==> config.mk <==
export PLATFORM = sky130hd
export DESIGN_NAME = plpu_port
export DESIGN_NICKNAME = d
export VERILOG_FILES = /design/src/design/plpu_pkg.sv /design/src/design/plpu_port.sv
export SDC_FILE = /design/constraint.sdc
export NUM_CORES = 1
export LEC_CHECK = 0
export BUFFER_PORTS_ARGS = -buffer_cell sky130_fd_sc_hd__buf_4
export CORE_MARGIN = 10
export CORE_UTILIZATION = 30
export DETAILED_ROUTE_END_ITERATION = 16
export PLACE_DENSITY = 0.51
export SYNTH_ARGS = -nofsm -noshare
export SYNTH_HDL_FRONTEND = slang
export SYNTH_SLANG_ARGS = --single-unit
==> constraint.sdc <==
create_clock -name mclk -period 2.87 [get_ports mclk]
set_input_delay 0.1435 -clock mclk [delete_from_list [all_inputs] [get_ports mclk]]
set_output_delay 0.1435 -clock mclk [all_outputs]
set_load 0.05 [all_outputs]
==> src/design/plpu_pkg.sv <==
// Package with addresses, field masks, reset values and operation codes of the port block
package plpu_pkg;

  // Address of the port's own latch register (port one by default)
  localparam logic [15:0] PORT_LATCH_ADDR = 16'hFF01;

  // Pull-up select register addresses
  localparam logic [15:0] PU_PORT0_ADDR = 16'hFF30;
  localparam logic [15:0] PU_PORT1_ADDR = 16'hFF31;
  localparam logic [15:0] PU_PORT3_ADDR = 16'hFF33;
  localparam logic [15:0] PU_PORT7_ADDR = 16'hFF37;
  localparam logic [15:0] PU_PORT12_ADDR = 16'hFF3C;
  localparam logic [15:0] PU_PORT14_ADDR = 16'hFF3E;

  // Implemented bits of each pull-up select register; the rest read zero
  localparam logic [7:0] PU_PORT0_MASK = 8'h0F;
  localparam logic [7:0] PU_PORT1_MASK = 8'hFF;
  localparam logic [7:0] PU_PORT3_MASK = 8'h0F;
  localparam logic [7:0] PU_PORT7_MASK = 8'hFF;
  localparam logic [7:0] PU_PORT12_MASK = 8'h01;
  localparam logic [7:0] PU_PORT14_MASK = 8'h01;

  // Reset values
  localparam logic [7:0] PU_RESET = 8'h00;
  localparam logic [7:0] LATCH_RESET = 8'h00;
  localparam logic [7:0] READ_ZERO = 8'h00;

  // Port numbers that choose where the pull-up bits come from
  localparam int PORT_NUM_0 = 0;
  localparam int PORT_NUM_1 = 1;
  localparam int PORT_NUM_3 = 3;
  localparam int PORT_NUM_6 = 6;
  localparam int PORT_NUM_7 = 7;
  localparam int PORT_NUM_12 = 12;
  localparam int PORT_NUM_14 = 14;

  // Direction bit encoding
  localparam logic DIR_OUTPUT = 1'b0;
  localparam logic DIR_INPUT = 1'b1;

  // Write operation codes: plain store or read-modify-write
  typedef enum logic [1:0] {
    PLPU_OP_MOV = 2'h0,
    PLPU_OP_AND = 2'h1,
    PLPU_OP_OR = 2'h3,
    PLPU_OP_XOR = 2'h2
  } plpu_op_e;

endpackage

==> src/design/plpu_port.sv <==
// Eight-bit port: output latch, direction-aware read, read-modify-write and pull-up selection
////////////////////////////////////////////////////////////////////////////////
module plpu_port #(
  parameter int PORT_NUM = 1,
  parameter logic [15:0] LATCH_ADDR = plpu_pkg::PORT_LATCH_ADDR,
  parameter logic [7:0] PIN_MASK = 8'hFF,
  parameter logic [7:0] MASK_OPTION_PULLUP = 8'h00
) (
  input wire logic mclk,
  input wire logic reset,
  input wire logic [15:0] cpu_addr,
  input wire logic cpu_wr,
  input wire logic [1:0] cpu_op,
  input wire logic cpu_rd,
  input wire logic [7:0] cpu_wdata,
  output logic [7:0] cpu_rdata,
  input wire logic [7:0] pin_direction_bit,
  input wire logic [7:0] alt_out_active,
  input wire logic [7:0] pin_in,
  output logic [7:0] pin_out,
  output logic [7:0] pin_oe,
  output logic [7:0] pullup_on
);

  ////////////////////////////////////////////////////////////////////////////////
  // Decoding helpers

  // Address match used by every register
  function automatic logic hit(input logic [15:0] a, input logic [15:0] r);
    return a == r;
  endfunction

  // Per-pin read value: latch in output mode, pin level in input mode
  function automatic logic [7:0] port_view(input logic [7:0] dir, input logic [7:0] latch,
                                           input logic [7:0] pins);
    return (dir & pins) | (~dir & latch);
  endfunction

  // Whole-byte modify; an unknown code falls back to a plain store
  function automatic logic [7:0] modify(input logic [1:0] op, input logic [7:0] opd,
                                        input logic [7:0] wd);
    logic [7:0] res;
    case (plpu_pkg::plpu_op_e'(op))
      plpu_pkg::PLPU_OP_MOV: res = wd;
      plpu_pkg::PLPU_OP_AND: res = opd & wd;
      plpu_pkg::PLPU_OP_OR: res = opd | wd;
      plpu_pkg::PLPU_OP_XOR: res = opd ^ wd;
      default: res = wd;
    endcase
    return res;
  endfunction

  ////////////////////////////////////////////////////////////////////////////////
  // Pin synchroniser: three stages, a change counts once stages two and three agree

  logic [7:0] sync1_reg, sync2_reg, sync3_reg, pin_level_reg;
  logic [7:0] pin_level_next;
  logic [7:0] stages_agree;

  // A bit whose last two stages differ is still settling and keeps its old level
  // Limitation: a pin toggling every cycle never settles and keeps its last level
  assign stages_agree = sync2_reg ~^ sync3_reg;

  // Filtered level only moves on bits where the last two stages agree
  always_comb begin
    pin_level_next = (pin_level_reg & ~stages_agree) | (sync3_reg & stages_agree);
  end

  // Stage one feeds stage two only, so metastability never reaches logic
  always_ff @(posedge mclk) begin
    if (reset) begin
      sync1_reg <= plpu_pkg::READ_ZERO;
      sync2_reg <= plpu_pkg::READ_ZERO;
      sync3_reg <= plpu_pkg::READ_ZERO;
      pin_level_reg <= plpu_pkg::READ_ZERO;
    end else begin
      sync1_reg <= pin_in;
      sync2_reg <= sync1_reg;
      sync3_reg <= sync2_reg;
      pin_level_reg <= pin_level_next;
    end
  end

  ////////////////////////////////////////////////////////////////////////////////
  // Address decode

  logic hit_latch;
  logic hit_pu0;
  logic hit_pu1;
  logic hit_pu3;
  logic hit_pu7;
  logic hit_pullup_select_port12;
  logic hit_pullup_select_port14;

  // One comparator per register, shared by the write and the read path
  assign hit_latch = hit(cpu_addr, LATCH_ADDR);
  assign hit_pu0 = hit(cpu_addr, plpu_pkg::PU_PORT0_ADDR);
  assign hit_pu1 = hit(cpu_addr, plpu_pkg::PU_PORT1_ADDR);
  assign hit_pu3 = hit(cpu_addr, plpu_pkg::PU_PORT3_ADDR);
  assign hit_pu7 = hit(cpu_addr, plpu_pkg::PU_PORT7_ADDR);
  assign hit_pullup_select_port12 = hit(cpu_addr, plpu_pkg::PU_PORT12_ADDR);
  assign hit_pullup_select_port14 = hit(cpu_addr, plpu_pkg::PU_PORT14_ADDR);

  logic pu0_wr;
  logic pu1_wr;
  logic pu3_wr;
  logic pu7_wr;
  logic pullup_select_port12_wr;
  logic pullup_select_port14_wr;

  // Write enables; a write to any other address is dropped without effect
  assign pu0_wr = cpu_wr && hit_pu0;
  assign pu1_wr = cpu_wr && hit_pu1;
  assign pu3_wr = cpu_wr && hit_pu3;
  assign pu7_wr = cpu_wr && hit_pu7;
  assign pullup_select_port12_wr = cpu_wr && hit_pullup_select_port12;
  assign pullup_select_port14_wr = cpu_wr && hit_pullup_select_port14;

  ////////////////////////////////////////////////////////////////////////////////
  // Output latch

  logic [7:0] latch_reg, latch_next;
  logic [7:0] operand;
  logic latch_wr;

  assign latch_wr = cpu_wr && hit_latch;

  // Latch update; plain stores and read-modify-write both rewrite the full byte
  always_comb begin
    operand = port_view(pin_direction_bit, latch_reg, pin_level_reg);
    latch_next = latch_reg;
    if (latch_wr) begin
      // store in either mode
      // A bit instruction on a mixed port copies input pin levels into the latch
      latch_next = modify(cpu_op, operand, cpu_wdata) & PIN_MASK;
    end
  end

  // Latch register
  always_ff @(posedge mclk) begin
    if (reset) begin
      latch_reg <= plpu_pkg::LATCH_RESET;
    end else begin
      latch_reg <= latch_next;
    end
  end

  ////////////////////////////////////////////////////////////////////////////////
  // Pull-up select registers

  logic [7:0] pu0_reg, pu1_reg, pu3_reg, pu7_reg, pullup_select_port12_reg, pullup_select_port14_reg;
  logic [7:0] pu0_next, pu1_next, pu3_next, pu7_next, pullup_select_port12_next, pullup_select_port14_next;

  // Plain stores only; unimplemented bits stay zero
  always_comb begin
    pu0_next = pu0_reg;
    pu1_next = pu1_reg;
    pu3_next = pu3_reg;
    pu7_next = pu7_reg;
    pullup_select_port12_next = pullup_select_port12_reg;
    pullup_select_port14_next = pullup_select_port14_reg;
    // Pull-up registers ignore the operation code: a modify write lands as a plain store
    if (pu0_wr) begin
      pu0_next = cpu_wdata & plpu_pkg::PU_PORT0_MASK;
    end
    if (pu1_wr) begin
      pu1_next = cpu_wdata & plpu_pkg::PU_PORT1_MASK;
    end
    if (pu3_wr) begin
      pu3_next = cpu_wdata & plpu_pkg::PU_PORT3_MASK;
    end
    if (pu7_wr) begin
      pu7_next = cpu_wdata & plpu_pkg::PU_PORT7_MASK;
    end
    if (pullup_select_port12_wr) begin
      pullup_select_port12_next = cpu_wdata & plpu_pkg::PU_PORT12_MASK;
    end
    if (pullup_select_port14_wr) begin
      pullup_select_port14_next = cpu_wdata & plpu_pkg::PU_PORT14_MASK;
    end
  end

  // Pull-up registers
  always_ff @(posedge mclk) begin
    if (reset) begin
      pu0_reg <= plpu_pkg::PU_RESET;
      pu1_reg <= plpu_pkg::PU_RESET;
      pu3_reg <= plpu_pkg::PU_RESET;
      pu7_reg <= plpu_pkg::PU_RESET;
      pullup_select_port12_reg <= plpu_pkg::PU_RESET;
      pullup_select_port14_reg <= plpu_pkg::PU_RESET;
    end else begin
      pu0_reg <= pu0_next;
      pu1_reg <= pu1_next;
      pu3_reg <= pu3_next;
      pu7_reg <= pu7_next;
      pullup_select_port12_reg <= pullup_select_port12_next;
      pullup_select_port14_reg <= pullup_select_port14_next;
    end
  end

  ////////////////////////////////////////////////////////////////////////////////
  // Pull-up source for this port

  logic [7:0] pu_sel;

  // Port six has no software register; its pattern is a build-time mask option
  // Only this choice depends on PORT_NUM; all six registers stay readable and writable
  always_comb begin
    case (PORT_NUM)
      plpu_pkg::PORT_NUM_0: pu_sel = pu0_reg;
      plpu_pkg::PORT_NUM_1: pu_sel = pu1_reg;
      plpu_pkg::PORT_NUM_3: pu_sel = pu3_reg;
      plpu_pkg::PORT_NUM_7: pu_sel = pu7_reg;
      plpu_pkg::PORT_NUM_12: pu_sel = pullup_select_port12_reg;
      plpu_pkg::PORT_NUM_14: pu_sel = pullup_select_port14_reg;
      plpu_pkg::PORT_NUM_6: pu_sel = MASK_OPTION_PULLUP;
      default: pu_sel = plpu_pkg::READ_ZERO;
    endcase
  end

  ////////////////////////////////////////////////////////////////////////////////
  // Pin drive and pull-up outputs

  assign pin_oe = ~pin_direction_bit & PIN_MASK;
  // The latch shows on pin_out in both modes; only pin_oe decides whether it drives
  // pin shows latch
  assign pin_out = latch_reg;

  logic [7:0] pull_allowed;

  assign pull_allowed = pin_direction_bit & ~alt_out_active & PIN_MASK;
  assign pullup_on = pu_sel & pull_allowed;

  ////////////////////////////////////////////////////////////////////////////////
  // Read data

  logic [7:0] rdata_reg, rdata_next;

  // Registered read; unmapped addresses return zero
  // A read and a write in one cycle: the read shows the values before the write
  always_comb begin
    rdata_next = rdata_reg;
    if (cpu_rd) begin
      rdata_next = plpu_pkg::READ_ZERO;
      if (hit_latch) begin
        rdata_next = port_view(pin_direction_bit, latch_reg, pin_level_reg) & PIN_MASK;
      end
      if (hit_pu0) begin
        rdata_next = pu0_reg;
      end
      if (hit_pu1) begin
        rdata_next = pu1_reg;
      end
      if (hit_pu3) begin
        rdata_next = pu3_reg;
      end
      if (hit_pu7) begin
        rdata_next = pu7_reg;
      end
      if (hit_pullup_select_port12) begin
        rdata_next = pullup_select_port12_reg;
      end
      if (hit_pullup_select_port14) begin
        rdata_next = pullup_select_port14_reg;
      end
    end
  end

  always_ff @(posedge mclk) begin
    if (reset) begin
      rdata_reg <= plpu_pkg::READ_ZERO;
    end else begin
      rdata_reg <= rdata_next;
    end
  end

  assign cpu_rdata = rdata_reg;

endmodule

==> results.sh, run 1 <==
export IMPL_post_route_period_util=0.605
export IMPL_num_antenna_cells=0
export IMPL_period_minus_slack_ns=1.74
export IMPL_final_util=0.398
export IMPL_tns_ns=0
export IMPL_wl_met3_um=683
export IMPL_crit_top_cell="mux2i_1"
export IMPL_synth_nets=450
export IMPL_met1_length_um=4210
export IMPL_p_leak_nw=2.10
export IMPL_synth_top_area_frac=0.418
export IMPL_dieArea_um2=16600
export IMPL_overflow=0
export IMPL_arrival_ns=1.92
export IMPL_syn_area_um2=3540
export IMPL_cts_tree="done"
export IMPL_cp_slowest_cell="mux4_2"
export IMPL_rows=39
export IMPL_io_buffer_count=85
export IMPL_antenna_found_initial=0
export IMPL_vias=2987
export IMPL_synthFlopType="dfxtp_1"
export IMPL_htree_levels=3
export IMPL_grt_use_total=0.119
export IMPL_maxCapViolCount=0
export IMPL_grt_pass1_wl_um=15600
export IMPL_fmax_mhz=576
export IMPL_n_fill_cell=1168
export IMPL_powerDensity_nw_per_um2=517
export IMPL_path_max_fanout=3
export IMPL_relSlewSlack=0.478
export IMPL_die_w_um=129
export IMPL_max_slew_worst_pin_slew_ns=0.784
export IMPL_synth_avg_cell_area_um2=9.32
export IMPL_cts_root_buf="clkbuf_16"
export IMPL_dpl_hpwl_um=7440
export IMPL_top_layer_used="met4"
export IMPL_synth_area_top_cells="dfxtp_1 42%, mux2i_1 10%, ha_1 5.6%"
export IMPL_final_cell_area_um2=4590
export IMPL_area_delta_synth_final_pct=29.5
export IMPL_post_cts_buffers=0
export IMPL_gp_congestion=0.795
export IMPL_yosys_area_top_type="dfxtp_1"
export IMPL_routed_wl_um=9870
export IMPL_fin_skew_ns=0.00782
export IMPL_crit_required_ns=3.05
export IMPL_fp_dieH_um=129
export IMPL_clk_latency_ns=0.33
export IMPL_maxSlewViolCount=0
export IMPL_path_cells="mux2i_1, ha_1, mux4_2, mux2i_1, nor2_1"
export IMPL_route_detailed_drc=0
export IMPL_placed_area_um2=4290
export IMPL_grt_pass1_vias=3084
export IMPL_synth_distinct_cells=46
export IMPL_cts_resized=0
export IMPL_syn_inst=380
export IMPL_drt_iter0_markers=184
export IMPL_ant_nets=0
export IMPL_max_stage_delay_ns=0.44
export IMPL_start_util=0.308
export IMPL_core_um2=11500
export IMPL_cts_sinks=74
export IMPL_path_class="flip-flop to flip-flop"
export IMPL_hold_violations=0
export IMPL_wl_per_cell_um=16.2
export IMPL_async_reset_ff_frac=0
export IMPL_nets=531
export IMPL_io_pin_count=86
export IMPL_outcome="finished, final reports clean"
export IMPL_total_power_w=0.00237
export IMPL_yosys_register_bits=74
export IMPL_ir_drop_uv=221
export IMPL_drive_above_1_share=0.251
export IMPL_clkTransAtPathRegs_ns=0.06
export IMPL_viasPerCell=4.90
export IMPL_fin_hold_ws_ns=0.0244
export IMPL_critPathLaunchType="flip-flop"
export IMPL_endpoint_kind="flip-flop"
export IMPL_first_pass_iters=4
export IMPL_grt_max_degree=74
export IMPL_grt_setup_unrepaired="false"
export IMPL_route_met2_wl_um=4860
export IMPL_clk_path_buf_depth=2
export IMPL_setup_viol=0
export IMPL_hp_class="input port to flip-flop"
export IMPL_yosysSeqAreaShare=0.418
export IMPL_yosysWarnings=0
export IMPL_synth_edf_count=0
export IMPL_hold_buffers=0
export IMPL_cts_buffers=9
==> per-stage QoR <==
stage | cells | setup slack, ns
3_3_place_gp | 593 | 0.805
4_1_cts | 609 | 1.10
5_1_grt | 609 | 1.03
3_5_place_dp | 593 | 0.795
2_1_floorplan | 380 | 0.957
6_report | 609 | 1.13
==> placed cells by master, fill, tap and decap left out, drive strengths merged, types with 15 or more instances in the layout <==
cell type  synthesis  layout
o21ai             15      15
mux2i             37      37
nor2b             24      24
nand2             36      36
inv               33      35
nor2              47      47
ha                16      16
buf                4      85
a21oi             17      17
dfxtp             74      74
==> worst max-delay path: cells and delay by family (launching register included) <==
family	cells	cell delay [ns]
fa+ha+maj	1	0.30
mux	3	0.89
simple gates	1	0.06
flops	1	0.35
==> routing by layer <==
| layer | up-vias | GRT usage |
|---|---|---|
| met2 | 78 | 0.203 |
| li1 | 1476 | - |
| met4 | 0 | 0.0448 |
| met1 | 1427 | 0.136 |
| met3 | 6 | 0.0378 |
| met5 | - | 0 |
==> synth_stat cells (3+ instances only) <==
master,number
dfxtp_1,74
nor2_1,47
mux2i_1,37
nand2_1,35
inv_1,33
nor2b_1,24
a21oi_1,17
ha_1,16
clkbuf_1,11
o21ai_0,11
mux4_2,8
a211oi_1,6
nor3b_1,6
nand4_1,5
and4_1,4
o21ai_1,4
a221oi_1,3
==> report_power, final <==
group | switching (W) | internal [W]
registers | 0.00000497 | 0.00104
logic | 0.000112 | 0.0000970
clock network | 0.000441 | 0.000676
==> final cells by class <==
type                    count  area [µm²]  share of cell area
clock buffers              10         229              0.0499
clock inverters             6        65.1              0.0142
inverters                  33         124              0.0270
multi-input cells         258        1870               0.408
flip-flops and latches     74        1480               0.323
well taps                 143         179              0.0390
repair buffers             85         638               0.139
==> logic make-up after synthesis <==
kind of cell,synth area share
adder cells (fa/ha/maj),0.0565
buffers and inverters,0.0537
multiplexers,0.159
AO/OA/AOI/OAI,0.0886
AND/OR/NAND/NOR,0.225
flip-flops,0.418
==> path summary, 6_finish.rpt <==
kind / from / endpoint / slack [ns] / depth (start not counted)
worst max register to register: pin_out[0] / pin_out[0] / 1.13 / 5
worst min-delay path: pin_in[5] / sync1_reg[5] / 0.02 / 2
worst max-delay path: pin_out[0] / pin_out[0] / 1.13 / 5
worst min register to register: sync1_reg[3] / sync2_reg[3] / 0.44 / 1
Power figures use the tool's default switching activity.
==> inputs of run 2 (changes only) <==
--- a/config.mk
+++ b/config.mk
@@ -9,7 +9,7 @@
 export CORE_MARGIN = 10
 export CORE_UTILIZATION = 30
 export DETAILED_ROUTE_END_ITERATION = 16
-export PLACE_DENSITY = 0.51
+export PLACE_DENSITY = 0.53
 export SYNTH_ARGS = -nofsm -noshare
 export SYNTH_HDL_FRONTEND = slang
 export SYNTH_SLANG_ARGS = --single-unit
==> constraint.sdc (replaced) <==
create_clock -name mclk -period 1.5 [get_ports mclk]
set_input_delay 0.075 -clock mclk [delete_from_list [all_inputs] [get_ports mclk]]
set_output_delay 0.075 -clock mclk [all_outputs]
set_load 0.05 [all_outputs]
==> run 2 against run 1 <==
Net effect:
- final cell count is 11% higher
- the run now ends with setup timing left
- highest routed layer unchanged
- count of clock-buffer cells in the layout up 1
- maximum frequency up 6.7%
- largest cell class unchanged
- largest power group unchanged
- utilization up 6.6 points
- global-route usage increased by 0.66 points
- critical endpoint is now pin_out[4]
- sequential share of layout area shrank 4.0 points
- flip-flop and latch count did not move
- register-to-register slack got worse by 1.3 ns
- critical path type unchanged
==> results.sh, run 2 (synthesis gave the netlist of run 1 again) <==
export IMPL_outcome="finished, violations left"
export IMPL_violations="setup timing"
export IMPL_grt_pass1_vias=3251
export IMPL_maxSlewViolCount=0
export IMPL_hp_class="input port to flip-flop"
export IMPL_rrSetupSlack_ns=-0.13
export IMPL_period_minus_slack_ns=1.63
export IMPL_drt_iter0_markers=139
export IMPL_drive_above_1_share=0.399
export IMPL_area_delta_synth_final_pct=50.8
export IMPL_viasPerCell=4.74
export IMPL_cts_root_buf="clkbuf_16"
export IMPL_routed_wl_um=10100
export IMPL_fin_skew_ns=0.0116
export IMPL_stdcell_count=677
export IMPL_grt_pass1_wl_um=16600
export IMPL_gp_congestion=0.820
export IMPL_n_fill_cell=1098
export IMPL_clk_latency_ns=0.33
export IMPL_crit_required_ns=1.71
export IMPL_cts_sinks=74
export IMPL_maxCapViolCount=0
export IMPL_die_w_um=129
export IMPL_grt_util_met2=0.208
export IMPL_num_antenna_cells=0
export IMPL_layout_commonest_cell="buf_4"
export IMPL_dieArea_um2=16600
export IMPL_htree_levels=3
export IMPL_critPathLaunchType="flip-flop"
export IMPL_use_met1=0.154
export IMPL_arrival_ns=1.84
export IMPL_max_slew_worst_pin_slew_ns=0.324
export IMPL_ant_nets=0
export IMPL_max_stage_delay_ns=0.45
export IMPL_path_max_fanout=3
export IMPL_relSlewSlack=0.782
export IMPL_core_um2=11500
export IMPL_cts_buffers=9
export IMPL_post_route_period_util=1.09
export IMPL_grt_use_met3=0.0398
export IMPL_grt_setup_unrepaired="true"
export IMPL_wl_per_cell_um=14.9
export IMPL_dpl_hpwl_um=7760
export IMPL_ir_drop_uv=481
export IMPL_first_pass_iters=4
export IMPL_grt_use_total=0.125
export IMPL_vias=3210
export IMPL_regArea_um2=1510
export IMPL_io_pin_count=86
export IMPL_clkTransAtPathRegs_ns=0.06
export IMPL_io_buffer_count=85
export IMPL_grt_max_degree=73
export IMPL_fp_dieH_um=129
export IMPL_grt_busiest_layer="met2"
export IMPL_multi_input_area_um2=2030
export IMPL_hold_violations=0
export IMPL_powerDensity_nw_per_um2=841
export IMPL_layout_common_cells="142 x buf_4, 64 x dfxtp_1, 47 x nor2_1, 35 x nand2_1, 31 x inv_1"
export IMPL_overflow=0
export IMPL_route_detailed_drc=0
export IMPL_endpoint_kind="flip-flop"
export IMPL_path_cells="mux2_4, inv_2, ha_4, mux4_2, mux2i_1, nor2_1"
export IMPL_nets=599
export IMPL_cts_tree="done"
export IMPL_setup_viol=5
export IMPL_fmax_mhz=614
export IMPL_cp_slowest_cell="mux4_2"
export IMPL_path_class="flip-flop to flip-flop"
export IMPL_p_leak_nw=2.44
export IMPL_fin_ws_ns=-0.128
export IMPL_tns_ns=-0.213
export IMPL_rows=39
export IMPL_start_util=0.308
export IMPL_dpl_cell_count=646
export IMPL_antenna_found_initial=0
export IMPL_clk_path_buf_depth=2
## run 2: path summary, 6_finish.rpt
kind                startpoint           end  cells past startpoint
setup / recovery    pin_out[4]    pin_out[4]                      6
hold reg to reg   sync1_reg[2]  sync2_reg[2]                      1
hold / removal    cpu_wdata[5]    pu7_reg[5]                      3
setup reg to reg    pin_out[4]    pin_out[4]                      6
## run 2: stage by stage
step	area [µm²]	setup WS [ns]	util	total power, W	hold WS (ns)
CTS	5270	-0.134	0.458	0.00456	0.0171
finish	5350	-0.128	0.464	0.00449	0.0218
global route	5350	-0.182	0.464	0.00471	0.0384
floorplan	3640	-0.143	-	0.00225	0.203
global placement	4820	-0.223	0.419	0.00246	0.289
detailed placement	4820	-0.267	0.419	0.00247	0.290
## run 2: layout make-up
cell class	count	area share
Multi-Input combinational cell	258	0.380
Sequential cell	74	0.283
Timing Repair Buffer	153	0.226
Clock buffer	11	0.0473
Tap cell	143	0.0335
Inverter	33	0.0232
Clock inverter	5	0.00726
## run 2: what timing repair did
action / in CTS / in global routing
setup endpoints to repair: 8 / 10
setup buffers: 4 / 3
gates resized for setup: 7 / 12
hold buffers: 8 / 0
endpoints found under the hold margin: 8 / 0
pin swaps: 1 / 6
## run 2: power by group
part / internal [W] / switching [W]
sequential: 0.00198 / 0.00000956
clock: 0.00121 / 0.000832
combinational: 0.000232 / 0.000230
## run 2: critical path, delay by kind of cell, from the launching register on
kind	cells	cell delay, ns
adders and majority gates	1	0.18
DFF	1	0.34
and+or+nand+nor	1	0.05
muxes	3	0.88
buffers and inverters	1	0.07
## run 2: metal layers
layer  part of all wire  up-vias  wire [µm]
met2               0.49       78       4960
met4             0.0054        0         55
met1               0.45     1512       4520
met3              0.056        6        568
li1                   -     1614          -
met5                  0        -          0
